$ cat src/watchdog_consts.vh
// Register map, field positions and timing counts of the watchdog unit
`ifndef WATCHDOG_CONSTS_VH
`define WATCHDOG_CONSTS_VH

// Register byte offsets on the APB port
`define WD_ADDR_W          8
`define WD_OFF_CTRL        8'h00
`define WD_OFF_COUNT       8'h04

// Control/status field positions
`define WD_BIT_TIMEOUT     7
`define WD_BIT_IRQ_EN      6
`define WD_BIT_PSEL_MSB    5
`define WD_BIT_CHG_EN      4
`define WD_BIT_RST_EN      3
`define WD_BIT_PSEL_HI     2
`define WD_BIT_PSEL_LO     0

// Reset values of the control fields
`define WD_RST_PERIOD      4'h0
`define WD_RST_RST_EN      1'b0

// Change window length in core clock cycles, loaded as count minus one
`define WD_CHG_CYCLES      4
`define WD_CHG_LOAD        3'h3

// Time-out table: 2048 oscillator cycles at code 0, doubling per code
`define WD_OSC_KHZ         128
`define WD_BASE_SHIFT      11
`define WD_MAX_CODE        4'h9
`define WD_CNT_W           21

`endif

$ cat src/watchdog_timer_unit.v
// Watchdog timer unit: APB control/status, change window, modes, counter
// How it works
// - Counter advances on edges of the separate 128 kHz oscillator pin.
// - Restart instruction clears the counter; missing it leads to interrupt or reset.
// - Interrupt mode: expiry sets flag and requests interrupt only, usable for wake.
// - Reset mode: expiry gives one-cycle system reset, no interrupt.
// - Combined mode: first expiry interrupts, a later one resets.
// - Always-on fuse forces reset enable to 1, interrupt enable to 0.
// - Reset-enable clear and period change accepted only within four cycles.
// - Periods selectable from about 16 ms to about 8 s.
// - Control layout: flag7 irq6 psel3 at5 chg4 rst3 psel2..0; reset zero.
// - Timeout flag set on expiry while configured for interrupt.
// - Executing the watchdog vector clears the timeout flag.
// - Writing one to the flag clears it, zero leaves it.
// - Interrupt request needs global enable, irq enable and flag together.
// - Watchdog stays enabled after its own reset; software clears it later.
// - Reset-cause flag forces reset enable to one.
// - Change enable self-clears four clock cycles after being set.
// - Codes 0..9 give 2048 doubling to 1048576 oscillator cycles.
// - Vector in combined mode clears irq enable and flag.
//
// Register map
//   CTRL  at byte 0x00: control/status byte in bits 7:0, upper bits read zero
//   COUNT at byte 0x04: live counter value, read only, writes dropped
//   Any other address: access refused with pslverr, reads return zero
//
// Bus timing
//   Zero wait states, pready tied high
//   Writes land at the access edge
//   Read data captured at the setup edge, shown during the access cycle
//   A write just before a read is visible, since the read is captured at an edge after the write's access edge
//
// Change window
//   Opening write sets change-enable and always sets reset-enable
//   Change-enable reads one for four edges after the opening write
//   A second control write with change-enable zero may then clear
//   reset-enable and load a new period select
//   The opening write itself never loads the period select
//   Outside the window reset-enable can only be set, never cleared
//   Interrupt-enable is written freely at any time
//
// Modes, from the effective enables
//   Neither enable: counter held at zero, expiry impossible
//   Interrupt only: expiry sets the timeout flag
//   Reset only: expiry gives a one-cycle system reset pulse
//   Both: first expiry sets the flag; a second one with the flag
//   still set gives a reset; taking the vector drops interrupt-enable
//   Fuse programmed: behaves as reset only, enables read back forced
//
// Timeout flag
//   Set by expiry in a mode with interrupts
//   Cleared by the vector acknowledge or by writing one to bit 7
//   A set in the same cycle as a clear wins, so no expiry is lost
//
// Oscillator
//   Sampled as a slow input through two flip-flops, rising edges counted
//   It must run much slower than the core clock; an edge is seen
//   about three core cycles after it occurs on the pin
//   Period length is one oscillator period uncertain, as the phase of
//   the first edge after a restart is not known
//
// Reset cause
//   While the reset-cause flag is high, reset-enable is forced to one,
//   so a watchdog that has reset the system keeps running
//   Software must clear the cause flag before it can clear reset-enable
//
// Limitations
//   Reserved period codes are stored and read back but time as code 9
//   The fuse input is taken as static and is not synchronised
//   Reset-enable comes out of reset as zero
//   Shortening the period without a restart may expire at once, since the
//   counter is compared with greater-or-equal
//
// Parameters
//   BASE_SHIFT sets the shortest period as a power of two of ticks;
//   a small value shortens simulation runs
//   CNT_W must hold the longest period count
`timescale 1ns/1ps
`default_nettype none
`include "watchdog_consts.vh"

module watchdog_timer_unit #(
    parameter BASE_SHIFT = `WD_BASE_SHIFT,
    parameter CNT_W      = `WD_CNT_W
) (
    // Clock and reset
    input  wire                 core_clk,
    input  wire                 rst,
    // APB slave
    input  wire                 psel,
    input  wire                 penable,
    input  wire                 pwrite,
    input  wire [`WD_ADDR_W-1:0] paddr,
    input  wire [31:0]          pwdata,
    output reg  [31:0]          prdata,
    output wire                 pready,
    output wire                 pslverr,
    // Watchdog oscillator pin
    input  wire                 osc_pin,
    // Core and system reset logic
    input  wire                 restart_cmd,
    input  wire                 global_irq_enable,
    input  wire                 irq_vector_ack,
    input  wire                 always_on_fuse,
    input  wire                 dog_reset_cause_flag,
    // Outputs to core and reset logic
    output wire                 irq_req,
    output reg                  sys_reset
);

    // Control/status fields
    reg             timeout_flag;
    reg             irq_enable_bit;
    reg             change_enable_bit;
    reg             reset_enable_bit;
    reg [3:0]       period_select;
    reg [2:0]       chg_cnt;

    reg             next_timeout_flag;
    reg             next_irq_enable_bit;
    reg             next_reset_enable_bit;
    reg [3:0]       next_period_select;

    wire            osc_tick;
    wire            expire;
    wire [CNT_W-1:0] count;
    wire            run;
    wire            eff_rst_en;
    wire            eff_irq_en;

    // Bus decode; zero wait states so pready is tied high
    wire access   = psel & penable;
    wire sel_ctrl = (paddr == `WD_OFF_CTRL);
    wire sel_cnt  = (paddr == `WD_OFF_COUNT);
    wire mapped   = sel_ctrl | sel_cnt;
    wire wr_ctrl  = access & pwrite & sel_ctrl;
    wire opening  = wr_ctrl & pwdata[`WD_BIT_CHG_EN] & pwdata[`WD_BIT_RST_EN];
    wire in_window = change_enable_bit & ~pwdata[`WD_BIT_CHG_EN];

    assign pready  = 1'b1;
    assign pslverr = access & ~mapped;

    // Effective mode bits as seen by the timer and by readback
    assign eff_rst_en = always_on_fuse | dog_reset_cause_flag | reset_enable_bit;
    assign eff_irq_en = ~always_on_fuse & irq_enable_bit;
    assign run        = eff_rst_en | eff_irq_en;

    // Interrupt request gating
    assign irq_req = global_irq_enable & eff_irq_en & timeout_flag;

    // Oscillator pin into core clock domain
    osc_edge_sync u_sync (
        .core_clk (core_clk),
        .rst      (rst),
        .osc_pin  (osc_pin),
        .osc_rise (osc_tick)
    );

    // Time-out counter
    wdog_counter #(
        .BASE_SHIFT (BASE_SHIFT),
        .CNT_W      (CNT_W)
    ) u_counter (
        .core_clk      (core_clk),
        .rst           (rst),
        .osc_tick      (osc_tick),
        .run           (run),
        .restart       (restart_cmd),
        .period_select (period_select),
        .expire        (expire),
        .count         (count)
    );

    // Expiry action per mode
    wire irq_mode   = eff_irq_en & ~eff_rst_en;
    wire rst_mode   = eff_rst_en & ~eff_irq_en;
    wire comb_mode  = eff_irq_en & eff_rst_en;
    // Combined mode resets if the first interrupt was not serviced yet
    wire set_flag   = expire & (irq_mode | (comb_mode & ~timeout_flag));
    wire fire_reset = expire & (rst_mode | (comb_mode & timeout_flag));

    // Next values of the control fields
    always @* begin
        next_timeout_flag     = timeout_flag;
        next_irq_enable_bit   = irq_enable_bit;
        next_reset_enable_bit = reset_enable_bit;
        next_period_select    = period_select;

        // Flag: clear by vector or write of one; a same-cycle set wins
        if (irq_vector_ack) begin
            next_timeout_flag = 1'b0;
        end
        if (wr_ctrl && pwdata[`WD_BIT_TIMEOUT]) begin
            next_timeout_flag = 1'b0;
        end
        if (set_flag) begin
            next_timeout_flag = 1'b1;
        end

        // Interrupt enable: free write, dropped by vector in combined mode
        if (wr_ctrl) begin
            next_irq_enable_bit = pwdata[`WD_BIT_IRQ_EN];
        end
        if (irq_vector_ack && comb_mode) begin
            next_irq_enable_bit = 1'b0;
        end
        if (always_on_fuse) begin
            next_irq_enable_bit = 1'b0;
        end

        // Reset enable: set any time, cleared only in the open window
        if (wr_ctrl) begin
            if (pwdata[`WD_BIT_RST_EN]) begin
                next_reset_enable_bit = 1'b1;
            end else if (in_window) begin
                next_reset_enable_bit = 1'b0;
            end
        end
        if (always_on_fuse || dog_reset_cause_flag) begin
            next_reset_enable_bit = 1'b1;
        end

        // Period select changes only inside the window
        if (wr_ctrl && in_window) begin
            next_period_select = {pwdata[`WD_BIT_PSEL_MSB],
                                  pwdata[`WD_BIT_PSEL_HI:`WD_BIT_PSEL_LO]};
        end
    end

    // Field registers
    always @(posedge core_clk) begin
        if (rst) begin
            timeout_flag     <= 1'b0;
            irq_enable_bit   <= 1'b0;
            reset_enable_bit <= `WD_RST_RST_EN;
            period_select    <= `WD_RST_PERIOD;
        end else begin
            timeout_flag     <= next_timeout_flag;
            irq_enable_bit   <= next_irq_enable_bit;
            reset_enable_bit <= next_reset_enable_bit;
            period_select    <= next_period_select;
        end
    end

    // Change window: open on the opening write, shut four cycles later
    always @(posedge core_clk) begin
        if (rst) begin
            change_enable_bit <= 1'b0;
            chg_cnt           <= 3'h0;
        end else if (opening) begin
            change_enable_bit <= 1'b1;
            chg_cnt           <= `WD_CHG_LOAD;
        end else if (change_enable_bit) begin
            if (chg_cnt == 3'h0) begin
                change_enable_bit <= 1'b0;
            end else begin
                chg_cnt <= chg_cnt - 3'h1;
            end
        end
    end

    // One-cycle system reset pulse toward the reset logic
    always @(posedge core_clk) begin
        if (rst) begin
            sys_reset <= 1'b0;
        end else begin
            sys_reset <= fire_reset;
        end
    end

    // Read data captured in the setup phase, shown in the access phase
    always @(posedge core_clk) begin
        if (rst) begin
            prdata <= 32'h0000_0000;
        end else if (psel && !penable && !pwrite) begin
            if (sel_ctrl) begin
                prdata <= {24'h00_0000, timeout_flag, eff_irq_en, period_select[3],
                           change_enable_bit, eff_rst_en, period_select[2:0]};
            end else if (sel_cnt) begin
                prdata <= {{(32-CNT_W){1'b0}}, count};
            end else begin
                prdata <= 32'h0000_0000;
            end
        end
    end

endmodule // watchdog_timer_unit

`default_nettype wire

$ cat src/osc_edge_sync.v
// Two-flop synchroniser with rising edge pulse for the oscillator pin
`timescale 1ns/1ps
`default_nettype none

module osc_edge_sync (
    // Clock and reset
    input  wire core_clk,
    input  wire rst,
    // Pin side
    input  wire osc_pin,
    // Core side
    output reg  osc_rise
);

    reg stage_a;
    reg stage_b;
    reg stage_c;

    // Only stage_b and stage_c are looked at; stage_a may be metastable
    always @(posedge core_clk) begin
        if (rst) begin
            stage_a  <= 1'b0;
            stage_b  <= 1'b0;
            stage_c  <= 1'b0;
            osc_rise <= 1'b0;
        end else begin
            stage_a  <= osc_pin;
            stage_b  <= stage_a;
            stage_c  <= stage_b;
            osc_rise <= stage_b & ~stage_c;
        end
    end

endmodule // osc_edge_sync

`default_nettype wire

$ cat src/wdog_counter.v
// Oscillator cycle counter with selectable time-out and restart
`timescale 1ns/1ps
`default_nettype none
`include "watchdog_consts.vh"

module wdog_counter #(
    parameter BASE_SHIFT = `WD_BASE_SHIFT,
    parameter CNT_W      = `WD_CNT_W
) (
    // Clock and reset
    input  wire             core_clk,
    input  wire             rst,
    // Control
    input  wire             osc_tick,
    input  wire             run,
    input  wire             restart,
    input  wire [3:0]       period_select,
    // Status
    output reg              expire,
    output reg  [CNT_W-1:0] count
);

    reg [3:0]       code;
    reg [CNT_W-1:0] limit;

    // Terminal count; reserved codes behave as the longest period
    always @* begin
        code  = (period_select > `WD_MAX_CODE) ? `WD_MAX_CODE : period_select;
        limit = ({{(CNT_W-1){1'b0}}, 1'b1} << (BASE_SHIFT + code)) - {{(CNT_W-1){1'b0}}, 1'b1};
    end

    // Counting; a shorter period takes effect at once, hence >= compare
    always @(posedge core_clk) begin
        if (rst || !run || restart) begin
            count  <= {CNT_W{1'b0}};
            expire <= 1'b0;
        end else if (osc_tick) begin
            if (count >= limit) begin
                count  <= {CNT_W{1'b0}};
                expire <= 1'b1;
            end else begin
                count  <= count + {{(CNT_W-1){1'b0}}, 1'b1};
                expire <= 1'b0;
            end
        end else begin
            expire <= 1'b0;
        end
    end

endmodule // wdog_counter

`default_nettype wire

$ cat config.mk
export PLATFORM = sky130hd
export DESIGN_NAME = watchdog_timer_unit
export DESIGN_NICKNAME = d
export VERILOG_FILES = /design/src/watchdog_timer_unit.v /design/src/osc_edge_sync.v /design/src/wdog_counter.v
export VERILOG_INCLUDE_DIRS = /design/src /design/src/src
export SDC_FILE = /design/constraint.sdc
export NUM_CORES = 1
export LEC_CHECK = 0
export ABC_AREA = 1
export BUFFER_PORTS_ARGS = -buffer_cell sky130_fd_sc_hd__buf_2
export CAP_MARGIN = 20
export CORE_ASPECT_RATIO = 0.75
export CORE_UTILIZATION = 55
export CTS_CLUSTER_DIAMETER = 80
export DETAILED_ROUTE_END_ITERATION = 7
export PLACE_DENSITY_LB_ADDON = 0.25
export SETUP_SLACK_MARGIN = 0.3
export SLEW_MARGIN = 20
export SYNTH_ARGS = -nofsm -noshare
export SYNTH_HDL_FRONTEND = slang
export SYNTH_SLANG_ARGS = --single-unit
export TNS_END_PERCENT = 20
$ cat constraint.sdc
create_clock -name core_clk -period 4.25 [get_ports core_clk]
set_input_delay 0.2125 -clock core_clk [delete_from_list [all_inputs] [get_ports core_clk]]
set_output_delay 0.2125 -clock core_clk [all_outputs]
set_load 0.02 [all_outputs]
==> impl_metrics.yaml, run 1 <==
cts:
  postCtsHoldBufs: 0
  clock_latency_ns: 0.34
  root_buffer: "clkbuf_8"
  htreeDepth: 3
  cts_tree: "done"
  clk_pin_slew_ns: 0.07
  cts-buffers-inserted: 9
  numClockSinks: 59
  clockBufferDepth: 2
  cts_setup_buffers: 0
  cts_resized: 0
setup_path:
  r2r_end: "u_counter.count[15]$_SDFFE_PP0P_"
  cp-end-kind: "flop"
  r2r_setup_slack_ns: 0.74
  r2r-start: "period_select[1]$_SDFFE_PP0P_"
  cp-start-kind: "flop"
  cp.arrival_ns: 3.79
  required_ns: 4.53
  r2r_cells: 24
  cp_max_fo: 19
  critical_path_class: "reg2reg"
route:
  wire_per_inst_um: 13.5
  drc_errors: 6
  dr.pass1.iters: 7
  postRouteAntennaNets: 0
  drt_wl_total_um: 9220
  vias: 3590
  via_per_inst: 5.26
  drt_iter0_drc: 207
placed_design:
  gp_congestion: 0.893
  dp_hpwl_um: 7040
  dp_cells: 667
  portBuffers: 50
status:
  violations: "DRC"
  run_status: "finished with violations"
final_layout:
  drive_gt1_share_pct: 16.3
  area_delta_synth_final_pct: 13.4
  diodes: 0
  nets: 675
  layout.cells.non_filler: 683
  fin_util_pct: 66.2
  n_fill_cell: 582
timing:
  rsz0062_at_grt: "no"
  holdWs_ns: 0.0683
  final.period_utilization_pct: 82.6
  max_freq_ghz: 0.285
  slew_headroom_pct: 50.5
  worstMarginPinSlew_ns: 0.742
  timing.final.crit_period_ns: 3.51
  setup_tns_ns: 0
  hold_viol: 0
  setup_violations: 0
  fin_worst_skew_ns: 0.00628
  final_max_slew_viol_count: 0
floorplan:
  ios: 87
  die_h_um: 73.8
  core_sq_um: 6470
  die_w_um: 97.8
  dieArea_sq_um: 7220
  rows: 25
  start_util_pct: 58.4
synthesis:
  netlist_instances: 541
  yosysSeqAreaShare_pct: 31.2
  synth-edff-count: 0
  synth_area_leaders: "dfxtp_1 (31%), nand2_1 (10%), ha_1 (8.9%)"
  ys_ff_latch: 59
  synth_area_per_cell_sq_um: 6.99
  yosysMostFrequentCell: "nand2_1"
  ys_top_cells_by_count: "nand2_1 (103), inv_1 (82), nor2_1 (62), dfxtp_1 (59)"
  synthDistinctLibCells: 41
  ys.warnings.count: 0
  synth_top_flop_cell: "dfxtp_1"
  synthArstFlopShare_pct: 0
  synthesis.area_sq_um: 3780
  yosys.area.top_type: "dfxtp_1"
  synth_top_area_share_pct: 31.2
pwr:
  total_power_mw: 1.24
  p_leak_nw: 2.02
  ir_drop_v: 0.000166
  power_density_nw_per_um2: 289
global_route:
  grt_util_all_layers_pct: 26.6
  grt_max_degree: 40
  grt_overflow_total: 0
  grt_antenna_before_repair: 0
  grt_pass1_vias: 3112
  grt_pass1_wl_um: 14700
run:
  drv_cap: 0
hold_path:
  hold_path_startpoint: "osc_pin"
  whs_path_depth: 3
  min_path_type: "in2reg"
  min_to: "u_sync.stage_a$_SDFF_PP0_"
logic make-up (layout without fill, tap and decap cells):
kind of cell | count (synthesis) | after routing | synth area share, %
adders and majority gates | 27 | 27 | 8.93
xor gates and xnor gates | 18 | 18 | 4.17
and+or+nand+nor | 250 | 250 | 30.9
AOI/OAI and AO/OA | 77 | 77 | 12.1
other | 2 | 18 | 0.199
buffers and inverters | 107 | 152 | 12.2
DFF | 59 | 59 | 31.2
muxes | 1 | 1 | 0.298
cells in the final DEF, fill, tap and decap left out, types with 2 or more instances in the layout:
master,Yosys,layout
nand2_1,103,103
inv_1,82,82
nor2_1,62,62
dfxtp_1,59,59
buf_2,4,50
nand3_1,29,29
a21oi_1,29,29
ha_1,27,27
o21ai_0,25,25
conb_1,2,18
nand4_1,15,15
xor2_1,13,13
nor3_1,12,11
clkbuf_8,0,10
nor2_2,9,9
o211ai_1,9,9
nor2_4,5,5
xnor2_1,5,5
inv_2,3,3
nand3_2,3,3
o221ai_1,3,3
nand2_4,2,2
o21ai_1,2,2
nand2_2,2,2
o31ai_1,2,2
nor4_1,2,2
nor3_4,2,2
clkinvlp_4,0,2
bufinv_16,0,2
flip-flops by register name, indices dropped and copies added, names as in the netlist:
| signal | flops |
|---|---|
| prdata | 21 |
| irq_enable_bit | 1 |
| u_sync.osc_rise | 1 |
| sys_reset | 1 |
| timeout_flag | 1 |
| u_sync.stage_a | 1 |
| u_counter.expire | 1 |
| change_enable_bit | 1 |
| u_sync.stage_c | 1 |
| chg_cnt | 3 |
| period_select | 4 |
| reset_enable_bit | 1 |
| u_sync.stage_b | 1 |
| u_counter.count | 21 |
per-stage QoR:
stage | cell area (sq um) | worst slack, ns
CTS | 4290 | 0.764
global route | 4290 | 0.367
finish | 4290 | 0.740
detailed placement | 4060 | 0.819
global placement | 4060 | 0.882
floorplan | 3840 | 1.24
how the worst max path moves through the flow:
| stage | slack (ns) | end | start | cells past startpoint |
|---|---|---|---|---|
| 2_1_floorplan | 1.24 | u_counter.count[10]$_SDFFE_PP0P_ | period_select[1]$_SDFFE_PP0P_ | 20 |
| 6_report | 0.74 | u_counter.count[15]$_SDFFE_PP0P_ | period_select[1]$_SDFFE_PP0P_ | 24 |
| 4_1_cts | 0.76 | u_counter.count[15]$_SDFFE_PP0P_ | period_select[1]$_SDFFE_PP0P_ | 24 |
| 3_3_place_gp | 0.88 | u_counter.count[11]$_SDFFE_PP0P_ | period_select[0]$_SDFFE_PP0P_ | 22 |
| 5_1_grt | 0.37 | u_counter.count[15]$_SDFFE_PP0P_ | period_select[0]$_SDFFE_PP0P_ | 24 |
| 3_5_place_dp | 0.82 | u_counter.count[15]$_SDFFE_PP0P_ | period_select[0]$_SDFFE_PP0P_ | 24 |
metal layers:
layer  GRT usage, %  routed length [um]
met5              0                   0
met4           6.40                  66
met3           5.90                 596
met2           41.2                4010
met1           37.6                4540
worst max-delay path, cell delays in order (launching register included):
cell,delay (ns)
dfxtp_1,0.48
inv_2,0.10
nor2_4,0.17
nor2_1,0.10
ha_1,0.34
inv_1,0.19
nor2_2,0.09
nand3_1,0.11
nand2_1,0.07
nor2_2,0.17
nand2_1,0.07
o21ai_1,0.07
nand2_1,0.08
ha_1,0.29
nand2_1,0.13
inv_1,0.05
nand2_1,0.07
nor2_1,0.04
nand2_1,0.05
nand2_1,0.05
nor2_1,0.15
nand3_1,0.11
nand2_1,0.14
nand2_4,0.17
nor2_1,0.14
area by class of cell:
cell class                      count  area, sq um  share of cell area, %
Sequential cell                    59         1180                   27.5
Tap cell                           81          101                   2.36
Multi-Input combinational cell    391         2200                   51.4
Inverter                           85          319                   7.44
Clock inverter                      6         88.8                   2.07
Clock buffer                       10          138                   3.21
Timing Repair Buffer               51          258                   6.01
where the power goes:
group	internal (mW)	switching (mW)
clock network	0.346	0.235
registers	0.563	0.00550
logic	0.0295	0.0613
No activity file was read; power rests on OpenSTA's default activity.
==> run 2, diff against run 1 <==
- ABC_AREA: 1 -> 0
- CORE_UTILIZATION: 55 -> 49
- clock period: 4.25 -> 2.8 ns (I/O delays scaled with it)
==> impl_metrics.yaml, run 2 <==
status:
  run_status: "finished with violations"
  violations: "setup timing"
cts:
  cts-buffers-inserted: 9
  cts_tree: "done"
  clock_latency_ns: 0.35
  numClockSinks: 59
  root_buffer: "clkbuf_8"
  htreeDepth: 3
  clk_pin_slew_ns: 0.07
  clockBufferDepth: 2
setup_path:
  crit_path_end: "u_counter.count[5]$_SDFFE_PP0P_"
  cp.arrival_ns: 3.74
  critical_path_class: "reg2reg"
  r2r_cells: 17
  r2r_setup_slack_ns: -0.70
  max_stage_delay_ns: 0.34
  crit_top_cell: "a21oi_4"
  r2r_end: "u_counter.count[5]$_SDFFE_PP0P_"
  cpLargestDelayFamily: "simple AND/OR/NAND/NOR gates"
  cp-end-kind: "flop"
  required_ns: 3.03
  cp-start-kind: "flop"
  cp_max_fo: 7
  path_cells: "or2_4, a21oi_4, ha_4, and3b_1, o21ai_2, a31oi_4, o21a_1, xnor2_1, ha_1, nand4_1, nor4_4, nor4b_4, nand2_2, a21oi_4, buf_6, buf_16, nor3_1"
  crit_slowest_cell: "nor4_4"
  startpoint: "period_select[1]$_SDFFE_PP0P_"
  critPathBufInv: 2
  r2r-start: "period_select[1]$_SDFFE_PP0P_"
  cp.depth: 17
floorplan:
  rows: 26
  die_w_um: 100
  start_util_pct: 51.5
  dieArea_sq_um: 7590
  core_sq_um: 6900
  ios: 87
  die_h_um: 75.7
final_layout:
  nets: 603
  n_fill_cell: 626
  final_area_sq_um: 4400
  multiInputGateArea_sq_um: 2280
  final-seq-area_sq_um: 1180
  area_delta_synth_final_pct: 24.0
  diodes: 0
  layout.cells.non_filler: 627
  final_cell_mix: "dfxtp_1 (56), buf_2 (50), nand2_1 (47)"
  drive_gt1_share_pct: 25.1
  final_common_cell: "dfxtp_1"
  top_regs: "prdata x21, u_counter.count x21, period_select x4"
synthesis:
  netlist_instances: 446
  synthDistinctLibCells: 53
  synthArstFlopShare_pct: 0
  yosys.area.top_type: "dfxtp_1"
  ys_ff_latch: 59
  synth-edff-count: 0
  synth_area_leaders: "dfxtp_1 (33%), ha_1 (9.5%), a21oi_1 (5.9%)"
  synth_top_flop_cell: "dfxtp_1"
  ys_top_cells_by_count: "dfxtp_1 (59), nand2_1 (48), a21oi_1 (42), nor2_1 (37)"
  ys.warnings.count: 0
  synth_area_per_cell_sq_um: 7.96
  yosysMostFrequentCell: "dfxtp_1"
  yosysSeqAreaShare_pct: 33.3
  synth_top_area_share_pct: 33.3
  synthesis.area_sq_um: 3550
timing:
  slew_headroom_pct: 45.5
  final.period_utilization_pct: 125
  hold_viol: 0
  timing.final.crit_period_ns: 3.50
  setup_ws_ns: -0.705
  setup_violations: 22
  max_freq_ghz: 0.285
  final_max_slew_viol_count: 0
  worstMarginPinSlew_ns: 0.817
  fin_worst_skew_ns: 0.00499
  rsz0062_at_grt: "yes"
  holdWs_ns: 0.00748
route:
  wl_met3_um: 599
  met2WireLength_um: 4190
  wire_per_inst_um: 15.0
  via_per_inst: 5.52
  wl_met1_um: 4510
  vias: 3464
  drc_errors: 0
  drt_iter0_drc: 188
  postRouteAntennaNets: 0
  highest_layer: "met4"
  dr.pass1.iters: 5
  drt_wl_total_um: 9390
hold_path:
  min_path_type: "in2reg"
pwr:
  power_density_nw_per_um2: 371
  p_seq_share_pct: 52.1
  comb_power_share_pct: 7.0
  p_sw_mw: 0.437
  ir_drop_v: 0.000331
  swShare_pct: 26.7
  p_int_mw: 1.20
  p_leak_nw: 1.89
  total_power_mw: 1.63
  pwr-share-clk_pct: 40.9
placed_design:
  place_area_sq_um: 4080
  portBuffers: 50
  dp_cells: 603
  post-place-ws_ns: -0.755
  gp_congestion: 0.887
  dp_hpwl_um: 6540
global_route:
  grt_pass1_wl_um: 15000
  grt_pass1_vias: 3057
  grt_overflow_total: 0
  grt_util_all_layers_pct: 26.0
  grt_max_degree: 38
  grt_antenna_before_repair: 0
run:
  drv_cap: 0
==> run 2: power by group through the flow <==
stage / Sequential [mW] / Combinational (mW) / Clock [mW]
CTS: 0.852 / 0.113 / 0.674
detailed placement: 0.871 / 0.111 / 0
global route: 0.852 / 0.129 / 0.708
global placement: 0.871 / 0.109 / 0
floorplan: 0.877 / 0.0801 / 0
finish: 0.852 / 0.115 / 0.668
==> run 2: cell type report <==
type	instances	area share, %
clock inverter	5	0.711
clock buffer	10	2.90
multi-input combinational	350	51.9
tap	98	2.79
timing repair buffer	91	13.6
inverter	14	1.19
sequential	59	26.9
==> run 2: repair_timing <==
| action | 4_1_cts | 5_1_grt |
|---|---|---|
| hold buffers | 0 | 0 |
| buffers inserted | 4 | 4 |
| hold endpoints to repair | 0 | 0 |
| setup endpoints to repair | 22 | 22 |
| resized for setup | 9 | 8 |
| pin swaps | 12 | 13 |
| cloned | 1 | 0 |
==> run 2: worst min-delay path by stage <==
stage | start | to | slack [ns] | cells past startpoint
global placement | osc_pin | u_sync.stage_a$_SDFF_PP0_ | 0.36 | 2
global route | always_on_fuse | irq_enable_bit$_SDFFE_PP0P_ | 0.005 | 2
floorplan | always_on_fuse | irq_enable_bit$_SDFFE_PP0P_ | 0.21 | 1
CTS | always_on_fuse | irq_enable_bit$_SDFFE_PP0P_ | 0.002 | 2
finish | always_on_fuse | irq_enable_bit$_SDFFE_PP0P_ | 0.007 | 2
detailed placement | always_on_fuse | irq_enable_bit$_SDFFE_PP0P_ | 0.37 | 2
==> run 2: per-stage QoR <==
stage / setup TNS (ns) / utilization [%]
after detailed placement: -14.70 / 59.2
final: -14.95 / 63.8
after global placement: -12.99 / 59.2
after floorplan: -13.03 / -
after global routing: -18.82 / 63.8
after CTS: -11.80 / 62.8
==> run 2: cell families after synthesis <==
| family | synth area share (%) |
|---|---|
| AOI/OAI and AO/OA | 15.2 |
| DFF | 33.3 |
| xor gates and xnor gates | 5.43 |
| adders and majority gates | 9.52 |
| other | 0.212 |
| and+or+nand+nor | 27.8 |
| buffers and inverters | 7.23 |
| muxes | 1.41 |
==> run 2: per-layer routing <==
layer	vias to the layer above	track usage [%]
li1	1709	-
met2	115	40.9
met5	-	0
met3	13	6.70
met4	0	6.44
met1	1627	35.9
==> run 3, diff against run 2 <==
- BUFFER_PORTS_ARGS: -buffer_cell sky130_fd_sc_hd__buf_2 -> not set
- CORE_UTILIZATION: 49 -> 58
- DONT_BUFFER_PORTS: not set -> 1
==> impl_metrics.yaml, run 3 (synthesis gave the netlist of run 2 again) <==
status:
  run_status: "finished with violations"
  violations: "setup timing"
cts:
  clock_latency_ns: 0.37
  cts_tree: "done"
  cts-buffers-inserted: 9
  clockBufferDepth: 2
  root_buffer: "clkbuf_8"
  numClockSinks: 59
  clk_pin_slew_ns: 0.07
  htreeDepth: 3
setup_path:
  r2r_setup_slack_ns: -0.60
  cp-start-kind: "flop"
  cp-end-kind: "flop"
  critical_path_class: "reg2reg"
  cp_max_fo: 7
  required_ns: 3.10
  cp.arrival_ns: 3.69
floorplan:
  start_util_pct: 60.6
  die_w_um: 92.3
  die_h_um: 69.7
  core_sq_um: 5860
  rows: 24
  dieArea_sq_um: 6440
  ios: 87
route:
  dr.pass1.iters: 5
  drt_iter0_drc: 206
  drc_errors: 0
  vias: 3377
  drt_wl_total_um: 9280
  wire_per_inst_um: 16.3
  postRouteAntennaNets: 0
  via_per_inst: 5.93
final_layout:
  fin_util_pct: 73.0
  drive_gt1_share_pct: 17.1
  area_delta_synth_final_pct: 20.4
  final_common_cell: "dfxtp_1"
  final_cell_mix: "dfxtp_1 (56), nand2_1 (47), a21oi_1 (41)"
  top_regs: "prdata x21, u_counter.count x21, period_select x4"
  diodes: 0
  nets: 564
global_route:
  grt_pass1_wl_um: 15400
  grt_util_all_layers_pct: 30.7
  grt_antenna_before_repair: 0
  grt_max_degree: 37
  grt_pass1_vias: 3225
  grt_overflow_total: 0
pwr:
  p_leak_nw: 1.72
  ir_drop_v: 0.000414
  power_density_nw_per_um2: 414
  total_power_mw: 1.77
timing:
  rsz0062_at_grt: "yes"
  worstMarginPinSlew_ns: 0.843
  setup_violations: 22
  max_freq_ghz: 0.294
  hold_viol: 0
  slew_headroom_pct: 43.8
  timing.final.crit_period_ns: 3.40
  setup_tns_ns: -12.26
  final_max_slew_viol_count: 0
  fin_worst_skew_ns: 0.0121
  final.period_utilization_pct: 121
  setup_ws_ns: -0.596
placed_design:
  gp_congestion: 0.884
  dp_hpwl_um: 6200
  portBuffers: 0
  post-place-ws_ns: -0.682
run:
  drv_cap: 0
hold_path:
  min_path_type: "in2reg"
run 3: changes by cell type in the layout (fill, tap and decap cells not counted), sizes merged:
cell | before | now
buf | 91 | 42
bufinv | 0 | 1
clkinv | 4 | 2
clkinvlp | 1 | 2
dlygate4sd3 | 0 | 10
inv | 14 | 15
run 3: layer usage:
| layer | part of all wire (%) | vias up | global-route usage, % | routed length [um] |
|---|---|---|---|---|
| met5 | 0 | - | 0 | 0 |
| met4 | 2.9 | 0 | 16.0 | 271 |
| met1 | 44 | 1579 | 40.0 | 4100 |
| li1 | - | 1634 | - | - |
| met2 | 46 | 135 | 46.8 | 4240 |
| met3 | 7.2 | 29 | 7.57 | 672 |
run 3: worst paths after layout:
check | startpoint | end | depth (start not counted)
worst max-delay path | period_select[1]$_SDFFE_PP0P_ | u_counter.expire$_SDFF_PP0_ | 17
worst min-delay path | irq_vector_ack | irq_enable_bit$_SDFFE_PP0P_ | 2
worst max register to register | period_select[1]$_SDFFE_PP0P_ | u_counter.expire$_SDFF_PP0_ | 17
worst min register to register | u_sync.stage_c$_SDFF_PP0_ | u_sync.osc_rise$_SDFF_PP0_ | 1
run 3: layout make-up:
| cell class | instances | area [sq um] |
|---|---|---|
| inverters | 14 | 52.6 |
| repair buffers | 52 | 472 |
| flip-flops and latches | 59 | 1180 |
| clock buffers | 10 | 138 |
| fillers | 442 | 1580 |
| clock inverters | 6 | 63.8 |
| multi-input cells | 350 | 2260 |
| well taps | 78 | 97.6 |
run 3: timing repair:
item,CTS,global route
endpoints found under the hold margin,37,0
hold buffers,11,0
gates resized for setup,11,3
cloned,1,0
pin swaps,8,4
setup buffers,7,0
setup endpoints to repair,22,22
run 3: power by group:
| part | internal [mW] | switching, mW | total, mW |
|---|---|---|---|
| Sequential | 0.847 | 0.0117 | 0.859 |
| Clock | 0.434 | 0.377 | 0.811 |
| Combinational | 0.0329 | 0.0637 | 0.0966 |
| Total | 1.31 | 0.453 | 1.77 |
run 3: per-stage QoR:
| step | hold slack [ns] | area [sq um] | cells |
|---|---|---|---|
| after floorplan | 0.211 | 3710 | 462 |
| after global placement | 0.211 | 3810 | 534 |
| after detailed placement | 0.215 | 3810 | 534 |
| after CTS | 0.00598 | 4260 | 569 |
| after global routing | 0.0319 | 4270 | 569 |
| final | 0.0264 | 4270 | 569 |
run 3: critical path, stage by stage (launching register included):
cell     delay (ns)
dfxtp_1        0.31
or2_4          0.26
a21oi_4        0.15
ha_4           0.23
and3b_1        0.17
o21ai_2        0.15
a31oi_4        0.10
o21a_1         0.14
xnor2_1        0.13
ha_1           0.30
nand4_1        0.13
nor4_2         0.33
nor4b_4        0.29
nand2_2        0.12
a21oi_4        0.17
buf_6          0.13
buf_12         0.11
nor2b_1        0.13
